<file path="config.mk">
export PLATFORM = sky130hd
export DESIGN_NAME = csb_host
export DESIGN_NICKNAME = d
export VERILOG_FILES = /design/src/core/csb_pkg.sv /design/src/core/csb_host.sv /design/src/core/csb_mode_mem.sv
export SDC_FILE = /design/constraint.sdc
export NUM_CORES = 1
export LEC_CHECK = 0
export ABC_AREA = 1
export BUFFER_PORTS_ARGS = -buffer_cell sky130_fd_sc_hd__buf_4
export CELL_PAD_IN_SITES_DETAIL_PLACEMENT = 1
export CELL_PAD_IN_SITES_GLOBAL_PLACEMENT = 2
export CORE_ASPECT_RATIO = 1.2
export CORE_UTILIZATION = 32
export CTS_BUF_LIST = sky130_fd_sc_hd__clkbuf_4 sky130_fd_sc_hd__clkbuf_8
export DETAILED_ROUTE_END_ITERATION = 8
export GPL_ROUTABILITY_DRIVEN = 0
export GPL_TIMING_DRIVEN = 0
export HOLD_SLACK_MARGIN = 0.12
export PLACE_DENSITY_LB_ADDON = 0.1
export SYNTH_ARGS = -nofsm -noshare
export SYNTH_HDL_FRONTEND = slang
export SYNTH_SLANG_ARGS = --single-unit
</file>
<file path="constraint.sdc">
create_clock -name core_clk -period 3.2 [get_ports core_clk]
set_input_delay 0.32 -clock core_clk [delete_from_list [all_inputs] [get_ports core_clk]]
set_output_delay 0.32 -clock core_clk [all_outputs]
set_load 0.01 [all_outputs]
</file>
<file path="src/core/csb_pkg.sv">
/*
  Shared constants and carrier types for the system bus host controller.
  Assumes a single 125 MHz core clock and synchronous device-side pins.
*/
package csb_pkg;

  // Link widths
  localparam int AD_W    = 64;
  localparam int CHK_W   = 8;
  localparam int CMD_W   = 9;
  localparam int NARROW_W = 32;

  // Boot stream geometry
  localparam int CFG_BITS  = 256;
  localparam int CFG_WORDS = 8;
  localparam int BIT_IDX_W = 8;
  localparam logic [7:0] CFG_LAST_BIT = 8'hff;

  // Software register offsets
  localparam logic [7:0] REG_CTRL  = 8'h00;
  localparam logic [7:0] REG_CFG   = 8'h04;
  localparam logic [7:0] REG_STAT  = 8'h08;
  localparam logic [7:0] REG_ADDR  = 8'h0c;
  localparam logic [7:0] REG_WDATA = 8'h10;
  localparam logic [7:0] REG_RDATA = 8'h14;
  localparam logic [7:0] REG_GAP   = 8'h18;
  localparam logic [7:0] REG_CNT   = 8'h1c;

  // Reset values
  localparam logic [3:0]  CTRL_RST  = 4'h6;
  localparam logic [9:0]  CFG_RST   = 10'h000;
  localparam logic [3:0]  GAP_RST   = 4'h0;
  localparam logic [31:0] RDATA_RST = 32'h0000_0000;

  // Control fields
  localparam int CTRL_SUPPLY = 0;
  localparam int CTRL_RD_ACC = 1;
  localparam int CTRL_WR_ACC = 2;
  localparam int CTRL_EXT    = 3;

  // Config register fields
  localparam int CFG_RATE_LO = 0;
  localparam int CFG_PLL_LO  = 4;
  localparam int CFG_WP_LO   = 7;
  localparam int CFG_WIDTH   = 9;

  // Positions in the boot stream
  localparam int STR_RATE_LO = 1;
  localparam int STR_PLL_LO  = 5;
  localparam int STR_WP_LO   = 9;
  localparam int STR_WIDTH   = 12;

  // Write protocol codes
  localparam logic [1:0] WP_BASIC   = 2'h0;
  localparam logic [1:0] WP_PIPE    = 2'h2;
  localparam logic [1:0] WP_REISSUE = 2'h3;

  // Command encodings
  localparam int CMD_DATA_BIT  = 8;
  localparam int CMD_TYPE_LO   = 5;
  localparam int CMD_BLOCK_BIT = 4;
  localparam int CMD_LAST_BIT  = 7;
  localparam int CMD_CS_LO     = 5;
  localparam logic [2:0] CMD_T_READ  = 3'h0;
  localparam logic [2:0] CMD_T_WRITE = 3'h2;
  localparam logic [2:0] CMD_T_NULL  = 3'h3;
  localparam logic [1:0] CS_CLEAN    = 2'h2;

  // Data cycles per eight-word block
  localparam logic [3:0] BEATS_64 = 4'h4;
  localparam logic [3:0] BEATS_32 = 4'h8;

  typedef struct packed {
    logic [AD_W-1:0]  ad;
    logic [CHK_W-1:0] chk;
    logic [CMD_W-1:0] cmd;
    logic             cmd_par;
    logic             outbound_valid;
    logic             release_grant;
    logic             mode_clock;
  } csb_pins_in_t;

  typedef struct packed {
    logic [AD_W-1:0]  ad;
    logic [CHK_W-1:0] chk;
    logic [CMD_W-1:0] cmd;
    logic             cmd_par;
    logic             bus_oe;
    logic             inbound_valid;
    logic             read_accept_ready;
    logic             write_accept_ready;
    logic             external_bus_request;
    logic             supply_good;
    logic             mode_data;
  } csb_pins_out_t;

endpackage

</file>
<file path="src/core/csb_host.sv">
/*
  External agent for the processor system bus: answers reads, takes writes,
  requests the bus, and feeds the boot mode stream after supply-good.
  Assumes device pins are synchronous to core_clk; tristate resolved outside.
*/
//
// Overview of operation
// - 64-bit multiplexed address/data with 8 check bits
// - 9-bit parity-protected command bus, both drive
// - Narrow mode uses 32 bits, 4 check bits
// - Agent alone paces inbound data cycles
// - Command marks address or data, type, last
// - Commands flow both ways over the bus
// - Single datum one to eight bytes
// - Separate read and write accept signals
// - Bus request answered by handover to agent
// - Bus owner flags each valid cycle
// - Read: address, accept, handover, then data
// - Agent returns read data, may own bus
// - Bits supplied from 0 upward to 255
`timescale 1ns/1ns
`default_nettype none
module csb_host
  import csb_pkg::*;
(
  // Clock and reset
  input  wire logic          core_clk,
  input  wire logic          rst,
  // Software register port
  input  wire logic [7:0]    reg_addr,
  input  wire logic [31:0]   reg_wdata,
  input  wire logic          reg_wr,
  input  wire logic          reg_rd,
  output logic      [31:0]   reg_rdata,
  // Device pins
  input  wire csb_pins_in_t  pins_in,
  output csb_pins_out_t      pins_out
);

  typedef enum logic [2:0] {
    ST_IDLE, ST_WR_DATA, ST_RD_WAIT, ST_RD_DATA,
    ST_EXT_WAIT, ST_EXT_OWN, ST_EXT_GIVE
  } csb_state_t;

  csb_state_t state_r;

  logic [3:0]  ctrl_r;
  logic [9:0]  cfg_r;
  logic [3:0]  gap_r;
  logic [31:0] rdata_base_r;
  logic [31:0] last_addr_r;
  logic [31:0] last_wdata_r;
  logic [15:0] wr_cnt_r;
  logic [15:0] drop_cnt_r;
  logic [31:0] reg_rdata_r;

  logic [AD_W-1:0]  ad_r;
  logic [CHK_W-1:0] chk_r;
  logic [CMD_W-1:0] cmd_r;
  logic             cmd_par_r;
  logic             oe_r;
  logic             ivalid_r;
  logic             ext_req_r;
  logic [3:0]       beats_r;
  logic [3:0]       beat_idx_r;
  logic [3:0]       gap_cnt_r;
  logic             wa_d1_r;
  logic             wa_d2_r;
  logic             pipe_used_r;

  logic [BIT_IDX_W-1:0] bit_idx_r;
  logic [4:0]           bit_sel_r;
  logic                 boot_done_r;
  logic                 mclk_d_r;
  logic                 mode_data_r;
  logic [31:0]          mem_word;

  // Per-byte even parity; narrow mode leaves upper four check bits low
  function automatic logic [CHK_W-1:0] check_of(input logic [AD_W-1:0] d,
                                                input logic w32);
    logic [CHK_W-1:0] c;
    c = '0;
    for (int i = 0; i < CHK_W; i++) begin
      c[i] = ^d[i*8 +: 8];
    end
    if (w32) begin
      c[CHK_W-1:4] = 4'h0;
    end
    return c;
  endfunction

  // Stream word zero built from the config fields
  function automatic logic [31:0] stream_word(input logic [9:0] c);
    logic [31:0] w;
    w = 32'h0000_0000;
    w[STR_RATE_LO +: 4] = c[CFG_RATE_LO +: 4];
    w[STR_PLL_LO +: 3]  = c[CFG_PLL_LO +: 3];
    w[STR_WP_LO +: 2]   = c[CFG_WP_LO +: 2];
    w[STR_WIDTH]        = c[CFG_WIDTH];
    return w;
  endfunction

  logic       width32;
  logic [1:0] wproto;
  logic       is_addr;
  logic       is_data;
  logic [2:0] cmd_type;
  logic       wr_issued;

  assign width32  = cfg_r[CFG_WIDTH];
  assign wproto   = cfg_r[CFG_WP_LO +: 2];
  assign is_addr  = pins_in.outbound_valid & ~pins_in.cmd[CMD_DATA_BIT];
  assign is_data  = pins_in.outbound_valid & pins_in.cmd[CMD_DATA_BIT];
  assign cmd_type = pins_in.cmd[CMD_TYPE_LO +: 3];

  // Decide whether a write address cycle counts as issued
  always_comb begin
    case (wproto)
      WP_REISSUE: wr_issued = wa_d2_r & ctrl_r[CTRL_WR_ACC];
      WP_PIPE:    wr_issued = wa_d2_r & (ctrl_r[CTRL_WR_ACC] | ~pipe_used_r);
      default:    wr_issued = 1'b1;
    endcase
  end

  // Software registers
  always_ff @(posedge core_clk) begin
    if (rst) begin
      ctrl_r       <= CTRL_RST;
      cfg_r        <= CFG_RST;
      gap_r        <= GAP_RST;
      rdata_base_r <= RDATA_RST;
    end else if (reg_wr) begin
      case (reg_addr)
        REG_CTRL:  ctrl_r       <= reg_wdata[3:0];
        REG_CFG:   cfg_r        <= reg_wdata[9:0];
        REG_GAP:   gap_r        <= reg_wdata[3:0];
        REG_RDATA: rdata_base_r <= reg_wdata;
        default:   ;
      endcase
    end
  end

  // Read data stand one cycle after the strobe; unmapped reads zero
  always_ff @(posedge core_clk) begin
    if (rst) begin
      reg_rdata_r <= 32'h0000_0000;
    end else if (reg_rd) begin
      case (reg_addr)
        REG_CTRL:  reg_rdata_r <= {28'h0, ctrl_r};
        REG_CFG:   reg_rdata_r <= {22'h0, cfg_r};
        REG_STAT:  reg_rdata_r <= {27'h0, oe_r, ext_req_r,
                                   state_r != ST_IDLE, boot_done_r, ctrl_r[CTRL_SUPPLY]};
        REG_ADDR:  reg_rdata_r <= last_addr_r;
        REG_WDATA: reg_rdata_r <= last_wdata_r;
        REG_RDATA: reg_rdata_r <= rdata_base_r;
        REG_GAP:   reg_rdata_r <= {28'h0, gap_r};
        REG_CNT:   reg_rdata_r <= {drop_cnt_r, wr_cnt_r};
        default:   reg_rdata_r <= 32'h0000_0000;
      endcase
    end else begin
      reg_rdata_r <= 32'h0000_0000;
    end
  end

  // Write-accept history for the two-cycle issue check
  always_ff @(posedge core_clk) begin
    if (rst) begin
      wa_d1_r     <= 1'b0;
      wa_d2_r     <= 1'b0;
      pipe_used_r <= 1'b0;
    end else begin
      wa_d1_r <= ctrl_r[CTRL_WR_ACC];
      wa_d2_r <= wa_d1_r;
      if (ctrl_r[CTRL_WR_ACC]) begin
        pipe_used_r <= 1'b0;
      end else if (state_r == ST_IDLE && is_addr && cmd_type == CMD_T_WRITE
                   && wproto == WP_PIPE && wr_issued) begin
        pipe_used_r <= 1'b1;
      end
    end
  end

  // Transaction engine: one processor request serviced at a time
  always_ff @(posedge core_clk) begin
    if (rst) begin
      state_r      <= ST_IDLE;
      ad_r         <= '0;
      chk_r        <= '0;
      cmd_r        <= '0;
      cmd_par_r    <= 1'b0;
      oe_r         <= 1'b0;
      ivalid_r     <= 1'b0;
      ext_req_r    <= 1'b0;
      beats_r      <= 4'h0;
      beat_idx_r   <= 4'h0;
      gap_cnt_r    <= 4'h0;
      last_addr_r  <= 32'h0000_0000;
      last_wdata_r <= 32'h0000_0000;
      wr_cnt_r     <= 16'h0000;
      drop_cnt_r   <= 16'h0000;
    end else begin
      ivalid_r <= 1'b0;
      case (state_r)
        ST_IDLE: begin
          oe_r <= 1'b0;
          if (is_addr && cmd_type == CMD_T_READ) begin
            last_addr_r <= pins_in.ad[31:0];
            beat_idx_r  <= 4'h0;
            // Single datum is one cycle; device splits wide narrow-mode reads
            beats_r <= pins_in.cmd[CMD_BLOCK_BIT] ? (width32 ? BEATS_32 : BEATS_64)
                                                  : 4'h1;
            state_r <= ST_RD_WAIT;
          end else if (is_addr && cmd_type == CMD_T_WRITE) begin
            if (wr_issued) begin
              last_addr_r <= pins_in.ad[31:0];
              wr_cnt_r    <= wr_cnt_r + 16'h0001;
              beats_r     <= pins_in.cmd[CMD_BLOCK_BIT] ? (width32 ? BEATS_32 : BEATS_64)
                                                        : 4'h1;
              beat_idx_r  <= 4'h0;
              state_r     <= ST_WR_DATA;
            end else begin
              // Counted as dropped, not written; the device repeats this same write
              drop_cnt_r <= drop_cnt_r + 16'h0001;
            end
          end else if (ctrl_r[CTRL_EXT]) begin
            ext_req_r <= 1'b1;
            state_r   <= ST_EXT_WAIT;
          end
        end
        ST_WR_DATA: begin
          if (is_data) begin
            last_wdata_r <= pins_in.ad[31:0];
            beat_idx_r   <= beat_idx_r + 4'h1;
            if (pins_in.cmd[CMD_LAST_BIT] || beat_idx_r + 4'h1 == beats_r) begin
              state_r <= ST_IDLE;
            end
          end
        end
        ST_RD_WAIT: begin
          if (pins_in.release_grant) begin
            oe_r      <= 1'b1;
            gap_cnt_r <= gap_r;
            state_r   <= ST_RD_DATA;
          end
        end
        ST_RD_DATA: begin
          oe_r <= 1'b1;
          if (gap_cnt_r != 4'h0) begin
            gap_cnt_r <= gap_cnt_r - 4'h1;
          end else begin
            ad_r       <= width32 ? {32'h0, rdata_base_r + {28'h0, beat_idx_r}}
                                  : {rdata_base_r, rdata_base_r + {28'h0, beat_idx_r}};
            chk_r      <= check_of(width32 ? {32'h0, rdata_base_r + {28'h0, beat_idx_r}}
                                           : {rdata_base_r, rdata_base_r + {28'h0, beat_idx_r}},
                                   width32);
            cmd_r      <= {1'b1, beat_idx_r + 4'h1 == beats_r, CS_CLEAN, 5'h00};
            cmd_par_r  <= ^{1'b1, beat_idx_r + 4'h1 == beats_r, CS_CLEAN, 5'h00};
            ivalid_r   <= 1'b1;
            beat_idx_r <= beat_idx_r + 4'h1;
            gap_cnt_r  <= gap_r;
            if (beat_idx_r + 4'h1 == beats_r) begin
              state_r <= ST_EXT_GIVE;
            end
          end
        end
        ST_EXT_WAIT: begin
          if (pins_in.release_grant) begin
            oe_r    <= 1'b1;
            state_r <= ST_EXT_OWN;
          end
        end
        ST_EXT_OWN: begin
          oe_r <= 1'b1;
          if (!ctrl_r[CTRL_EXT]) begin
            // A null request hands the bus back to the device
            cmd_r     <= {1'b0, CMD_T_NULL, 5'h00};
            cmd_par_r <= ^{1'b0, CMD_T_NULL, 5'h00};
            ad_r      <= '0;
            chk_r     <= '0;
            ivalid_r  <= 1'b1;
            ext_req_r <= 1'b0;
            state_r   <= ST_EXT_GIVE;
          end
        end
        ST_EXT_GIVE: begin
          // Drivers off one cycle after the final cycle
          oe_r    <= 1'b0;
          state_r <= ST_IDLE;
        end
        default: state_r <= ST_IDLE;
      endcase
    end
  end

  // Boot stream: advance on each rising serial clock from the device
  always_ff @(posedge core_clk) begin
    if (rst) begin
      bit_idx_r   <= '0;
      boot_done_r <= 1'b0;
      mclk_d_r    <= 1'b0;
    end else begin
      mclk_d_r <= pins_in.mode_clock;
      if (!ctrl_r[CTRL_SUPPLY]) begin
        bit_idx_r   <= '0;
        boot_done_r <= 1'b0;
      end else if (pins_in.mode_clock && !mclk_d_r && !boot_done_r) begin
        if (bit_idx_r == CFG_LAST_BIT) begin
          boot_done_r <= 1'b1;
        end else begin
          bit_idx_r <= bit_idx_r + 8'h01;
        end
      end
    end
  end

  // Bit zero already stands when supply-good rises
  always_ff @(posedge core_clk) begin
    if (rst) begin
      bit_sel_r   <= 5'h00;
      mode_data_r <= 1'b0;
    end else begin
      bit_sel_r   <= bit_idx_r[4:0];
      mode_data_r <= boot_done_r ? 1'b0 : mem_word[bit_sel_r];
    end
  end

  csb_mode_mem u_mode_mem (
    .core_clk (core_clk),
    .rst      (rst),
    .we       (reg_wr && reg_addr == REG_CFG),
    .waddr    (3'h0),
    .wdata    (stream_word(reg_wdata[9:0])),
    .raddr    (bit_idx_r[7:5]),
    .rdata    (mem_word)
  );

  assign reg_rdata                     = reg_rdata_r;
  assign pins_out.ad                   = ad_r;
  assign pins_out.chk                  = chk_r;
  assign pins_out.cmd                  = cmd_r;
  assign pins_out.cmd_par              = cmd_par_r;
  assign pins_out.bus_oe               = oe_r;
  assign pins_out.inbound_valid        = ivalid_r;
  assign pins_out.read_accept_ready    = ctrl_r[CTRL_RD_ACC];
  assign pins_out.write_accept_ready   = ctrl_r[CTRL_WR_ACC];
  assign pins_out.external_bus_request = ext_req_r;
  assign pins_out.supply_good          = ctrl_r[CTRL_SUPPLY];
  assign pins_out.mode_data            = mode_data_r;

endmodule // csb_host
`default_nettype wire

</file>
<file path="src/core/csb_mode_mem.sv">
/*
  Small word memory holding the 256-bit boot mode stream.
  Assumes one writer; read data are registered, one cycle latency.
*/
`timescale 1ns/1ns
`default_nettype none
module csb_mode_mem
  import csb_pkg::*;
(
  // Clock and reset
  input  wire logic        core_clk,
  input  wire logic        rst,
  // Write port
  input  wire logic        we,
  input  wire logic [2:0]  waddr,
  input  wire logic [31:0] wdata,
  // Read port
  input  wire logic [2:0]  raddr,
  output logic      [31:0] rdata
);

  logic [31:0] mem_r [CFG_WORDS];

  // Unused stream bits must read zero, so reset clears all words
  always_ff @(posedge core_clk) begin
    if (rst) begin
      for (int i = 0; i < CFG_WORDS; i++) begin
        mem_r[i] <= 32'h0000_0000;
      end
    end else if (we) begin
      mem_r[waddr] <= wdata;
    end
  end

  always_ff @(posedge core_clk) begin
    if (rst) begin
      rdata <= 32'h0000_0000;
    end else begin
      rdata <= mem_r[raddr];
    end
  end

endmodule // csb_mode_mem
`default_nettype wire

</file>
==> flow_summary_export.csv <==
group,metric,value,unit
grt,grt_util_met2,0.440,
clocking,h-tree-depth,2,
synth,async_flop_share,0,
grt,met1_usage,0.323,
die,ios,250,
synth,synth_area,14200,sq um
worst_setup_path,critPathKind,"reg2reg",
layout,final_layout_size_suffix_gt1_frac,0.153,
synth,synth_seq_cells,310,
die,die_h,233,um
clocking,cts_buffers,52,
grt,grt_max_degree,20,
layout,area_growth,28.4,%
worst_setup_path,cp-end-kind,"flop",
route,via_per_inst,4.97,
grt,grt_pass1_vias,15000,
synth,syn_avg_cell_area,7.00,sq um
layout,utilization,0.417,
grt,met3_usage,0.0370,
sta,holdWs,0.220,ns
sta,fin_worst_skew,0.0299,ns
sta,setup_viol,0,
grt,globalRoute.totalOverflow,0,
layout,final_cell_mix,"530 x nand2_1, 298 x dfxtp_1, 271 x nor2_1",
power,p_leak,7.50,nW
synth,synthMuxAreaShare,0,
power,combPwrFrac,0.121,
route,wl_per_cell,19.4,um
route,drt_iter0_drc,646,
worst_setup_path,worstPathArrival,3.54,ns
sta,relSlewSlack,0.387,
power,p_seq_frac,0.458,
grt,grtUsageTotal,0.254,
die,die_w,195,um
layout,finalNetCount,2504,
grt,antenna_found_initial,1,
power,design_power_total,8.99,mW
clocking,clock_sinks,310,
synth,synth_top_family_by_area,"simple AND/OR/NAND/NOR gates",
clocking,insertion_delay,0.66,ns
worst_setup_path,cp_max_fo,10,
synth,synth-edff-count,10,
synth,syn_inst,2036,
worst_setup_path,startpoint_type,"flop",
sta,tightest_slew,0.912,ns
die,row_count,84,
placement,place_area,16400,sq um
route,ant_nets,0,
power,p_sw,2.57,mW
layout,design_area,18300,sq um
run,max_cap_viol_count,0,
hold_path,hp-class,"in2reg",
route,dr_total_vias,14700,
synth,synth_compound_area_frac,0.160,
synth,yosysWarnings,0,
sta,clock.fmax,332,MHz
clocking,clk_path_buf_depth,3,
synth,synth_cell_types,49,
die,core_area,43800,sq um
layout,num_antenna_cells,0,
layout,layout_commonest_cell,"nand2_1",
synth,yosys.area_share.simple,0.284,
synth,yosysSeqAreaShare,0.443,
sta,fin_crit_sh,0.942,
run_status,status,"complete, no violations",
worst_setup_path,required,3.73,ns
clocking,cts_root_buf,"clkbuf_8",
sta,setup_tns,0,ns
grt,grt_pass1_wl,87500,um
sta,min_period,3.01,ns
sta,finalMaxSlewViolations,0,
die,initial_utilization,0.325,
route,firstDrtPassIters,5,
synth,yosys.area_share.adder,0.00931,
power,internal-power,6.42,mW
die,die-area,45400,sq um
power,powerDensity,491,nW/um^2
placement,port_buffers,198,
power,p_sw_frac,0.286,
synth,synth_xor_area_frac,0.0184,
clocking,tritoncts,"done",
route,routed_wl,57700,um
power,peakVddDrop,0.313,mV
placement,hpwl,45500,um
route,remaining_drc_errors,0,
power,p_clk_frac,0.421,
clocking,clk_pin_slew,0.07,ns
sta,hold_viol,0,
grt,grt_busiest_layer,"met2",
synth,synth_flop_cell,"dfxtp_1",
metrics by stage:
| step | worst slack (ns) | std cells |
|---|---|---|
| 2_1_floorplan | 0.898 | 2040 |
| 3_3_place_gp | 0.172 | 2797 |
| 3_5_place_dp | 0.128 | 2797 |
| 4_1_cts | 0.114 | 2965 |
| 5_1_grt | -0.00200 | 2967 |
| 6_report | 0.187 | 2967 |
metal layers:
metal  up-vias  wire length, um
li1       7262                -
met4         2             1680
met3        88             2520
met1      7037            25900
met5         -               13
met2       344            27600
power by group through the flow:
stage,combinational (mW),sequential (mW),clock [mW]
global placement,0.989,4.19,0
floorplan,0.616,4.17,0
finish,1.09,4.12,3.79
CTS,1.09,4.11,3.88
global route,1.20,4.13,4.05
detailed placement,1.01,4.20,0
what timing repair did:
action,in CTS,in global routing
setup endpoints to repair,0,2
endpoints found under the hold margin,137,0
hold buffers,71,0
setup buffers,0,2
resized for setup,0,4
worst max-delay path, stage by stage (launching register included):
cell,delay [ns]
dfxtp_1,0.33
buf_6,0.15
inv_2,0.07
nor2_1,0.46
inv_2,0.20
nor3_1,0.75
inv_1,0.32
clkbuf_1,0.35
nor2_1,0.18
nor2_1,0.06
final timing paths:
path,end,slack [ns],from,cells past startpoint
max,last_wdata_r[31]$_SDFFE_PP0P_,0.19,state_r[0]$_SDFFE_PP0P_,9
min,state_r[1]$_SDFFE_PP0P_,0.22,pins_in[9],6
max reg2reg,last_wdata_r[31]$_SDFFE_PP0P_,0.19,state_r[0]$_SDFFE_PP0P_,9
min reg2reg,wa_d2_r$_SDFF_PP0_,0.42,wa_d1_r$_SDFF_PP0_,2
sequential cells by signal, summed over array words and instances (netlist names), 8 cells and up:
signal            cells
bit_idx_r             8
cfg_r                10
reg_rdata            32
wr_cnt_r             16
last_wdata_r         32
u_mode_mem.mem_r     10
u_mode_mem.rdata     10
ad_r                 64
last_addr_r          32
chk_r                 8
rdata_base_r         32
drop_cnt_r           16
Yosys cell counts, types with 3 or more instances:
cell | n | share of area
ha_1 | 9 | 0.0079
dfxtp_1 | 300 | 0.42
nor2_1 | 273 | 0.072
o221ai_1 | 12 | 0.0074
buf_2 | 7 | 0.0025
inv_2 | 9 | 0.0024
a31oi_1 | 9 | 0.0040
o22ai_1 | 18 | 0.0079
nand4_1 | 16 | 0.0070
edfxtp_1 | 10 | 0.021
nor2_2 | 9 | 0.0040
xnor2_1 | 7 | 0.0043
nor4_1 | 3 | 0.0013
a41oi_1 | 12 | 0.0074
a221oi_1 | 12 | 0.0074
nand2_1 | 530 | 0.14
nand2_4 | 3 | 0.0024
xor2_1 | 23 | 0.014
inv_1 | 189 | 0.050
a21oi_1 | 181 | 0.064
buf_1 | 3 | 0.00079
o211ai_1 | 4 | 0.0021
nor3_2 | 3 | 0.0021
or2_2 | 6 | 0.0026
clkbuf_1 | 67 | 0.018
nor3_1 | 23 | 0.0081
nor2_4 | 9 | 0.0071
buf_4 | 19 | 0.010
o21ai_0 | 156 | 0.055
nand3_1 | 85 | 0.030
nand3b_1 | 3 | 0.0016
logic make-up (layout without fill, tap and decap cells):
family	Yosys count	count (layout)
AO/OA/AOI/OAI	415	415
buffers and inverters	298	666
flip-flops	310	310
XOR/XNOR	30	30
adder cells (fa/ha/maj)	10	10
AND/OR/NAND/NOR	972	972
other	1	5
area by class of cell:
cell class,instances,area [sq um]
plain buffers,98,457
clock buffers,71,946
clock inverters,26,156
fillers,5568,25500
inverters,200,751
multi-input cells,1432,6750
flip-flops and latches,310,6310
well taps,559,699
repair buffers,271,2220
Power figures use the tool's default switching activity.
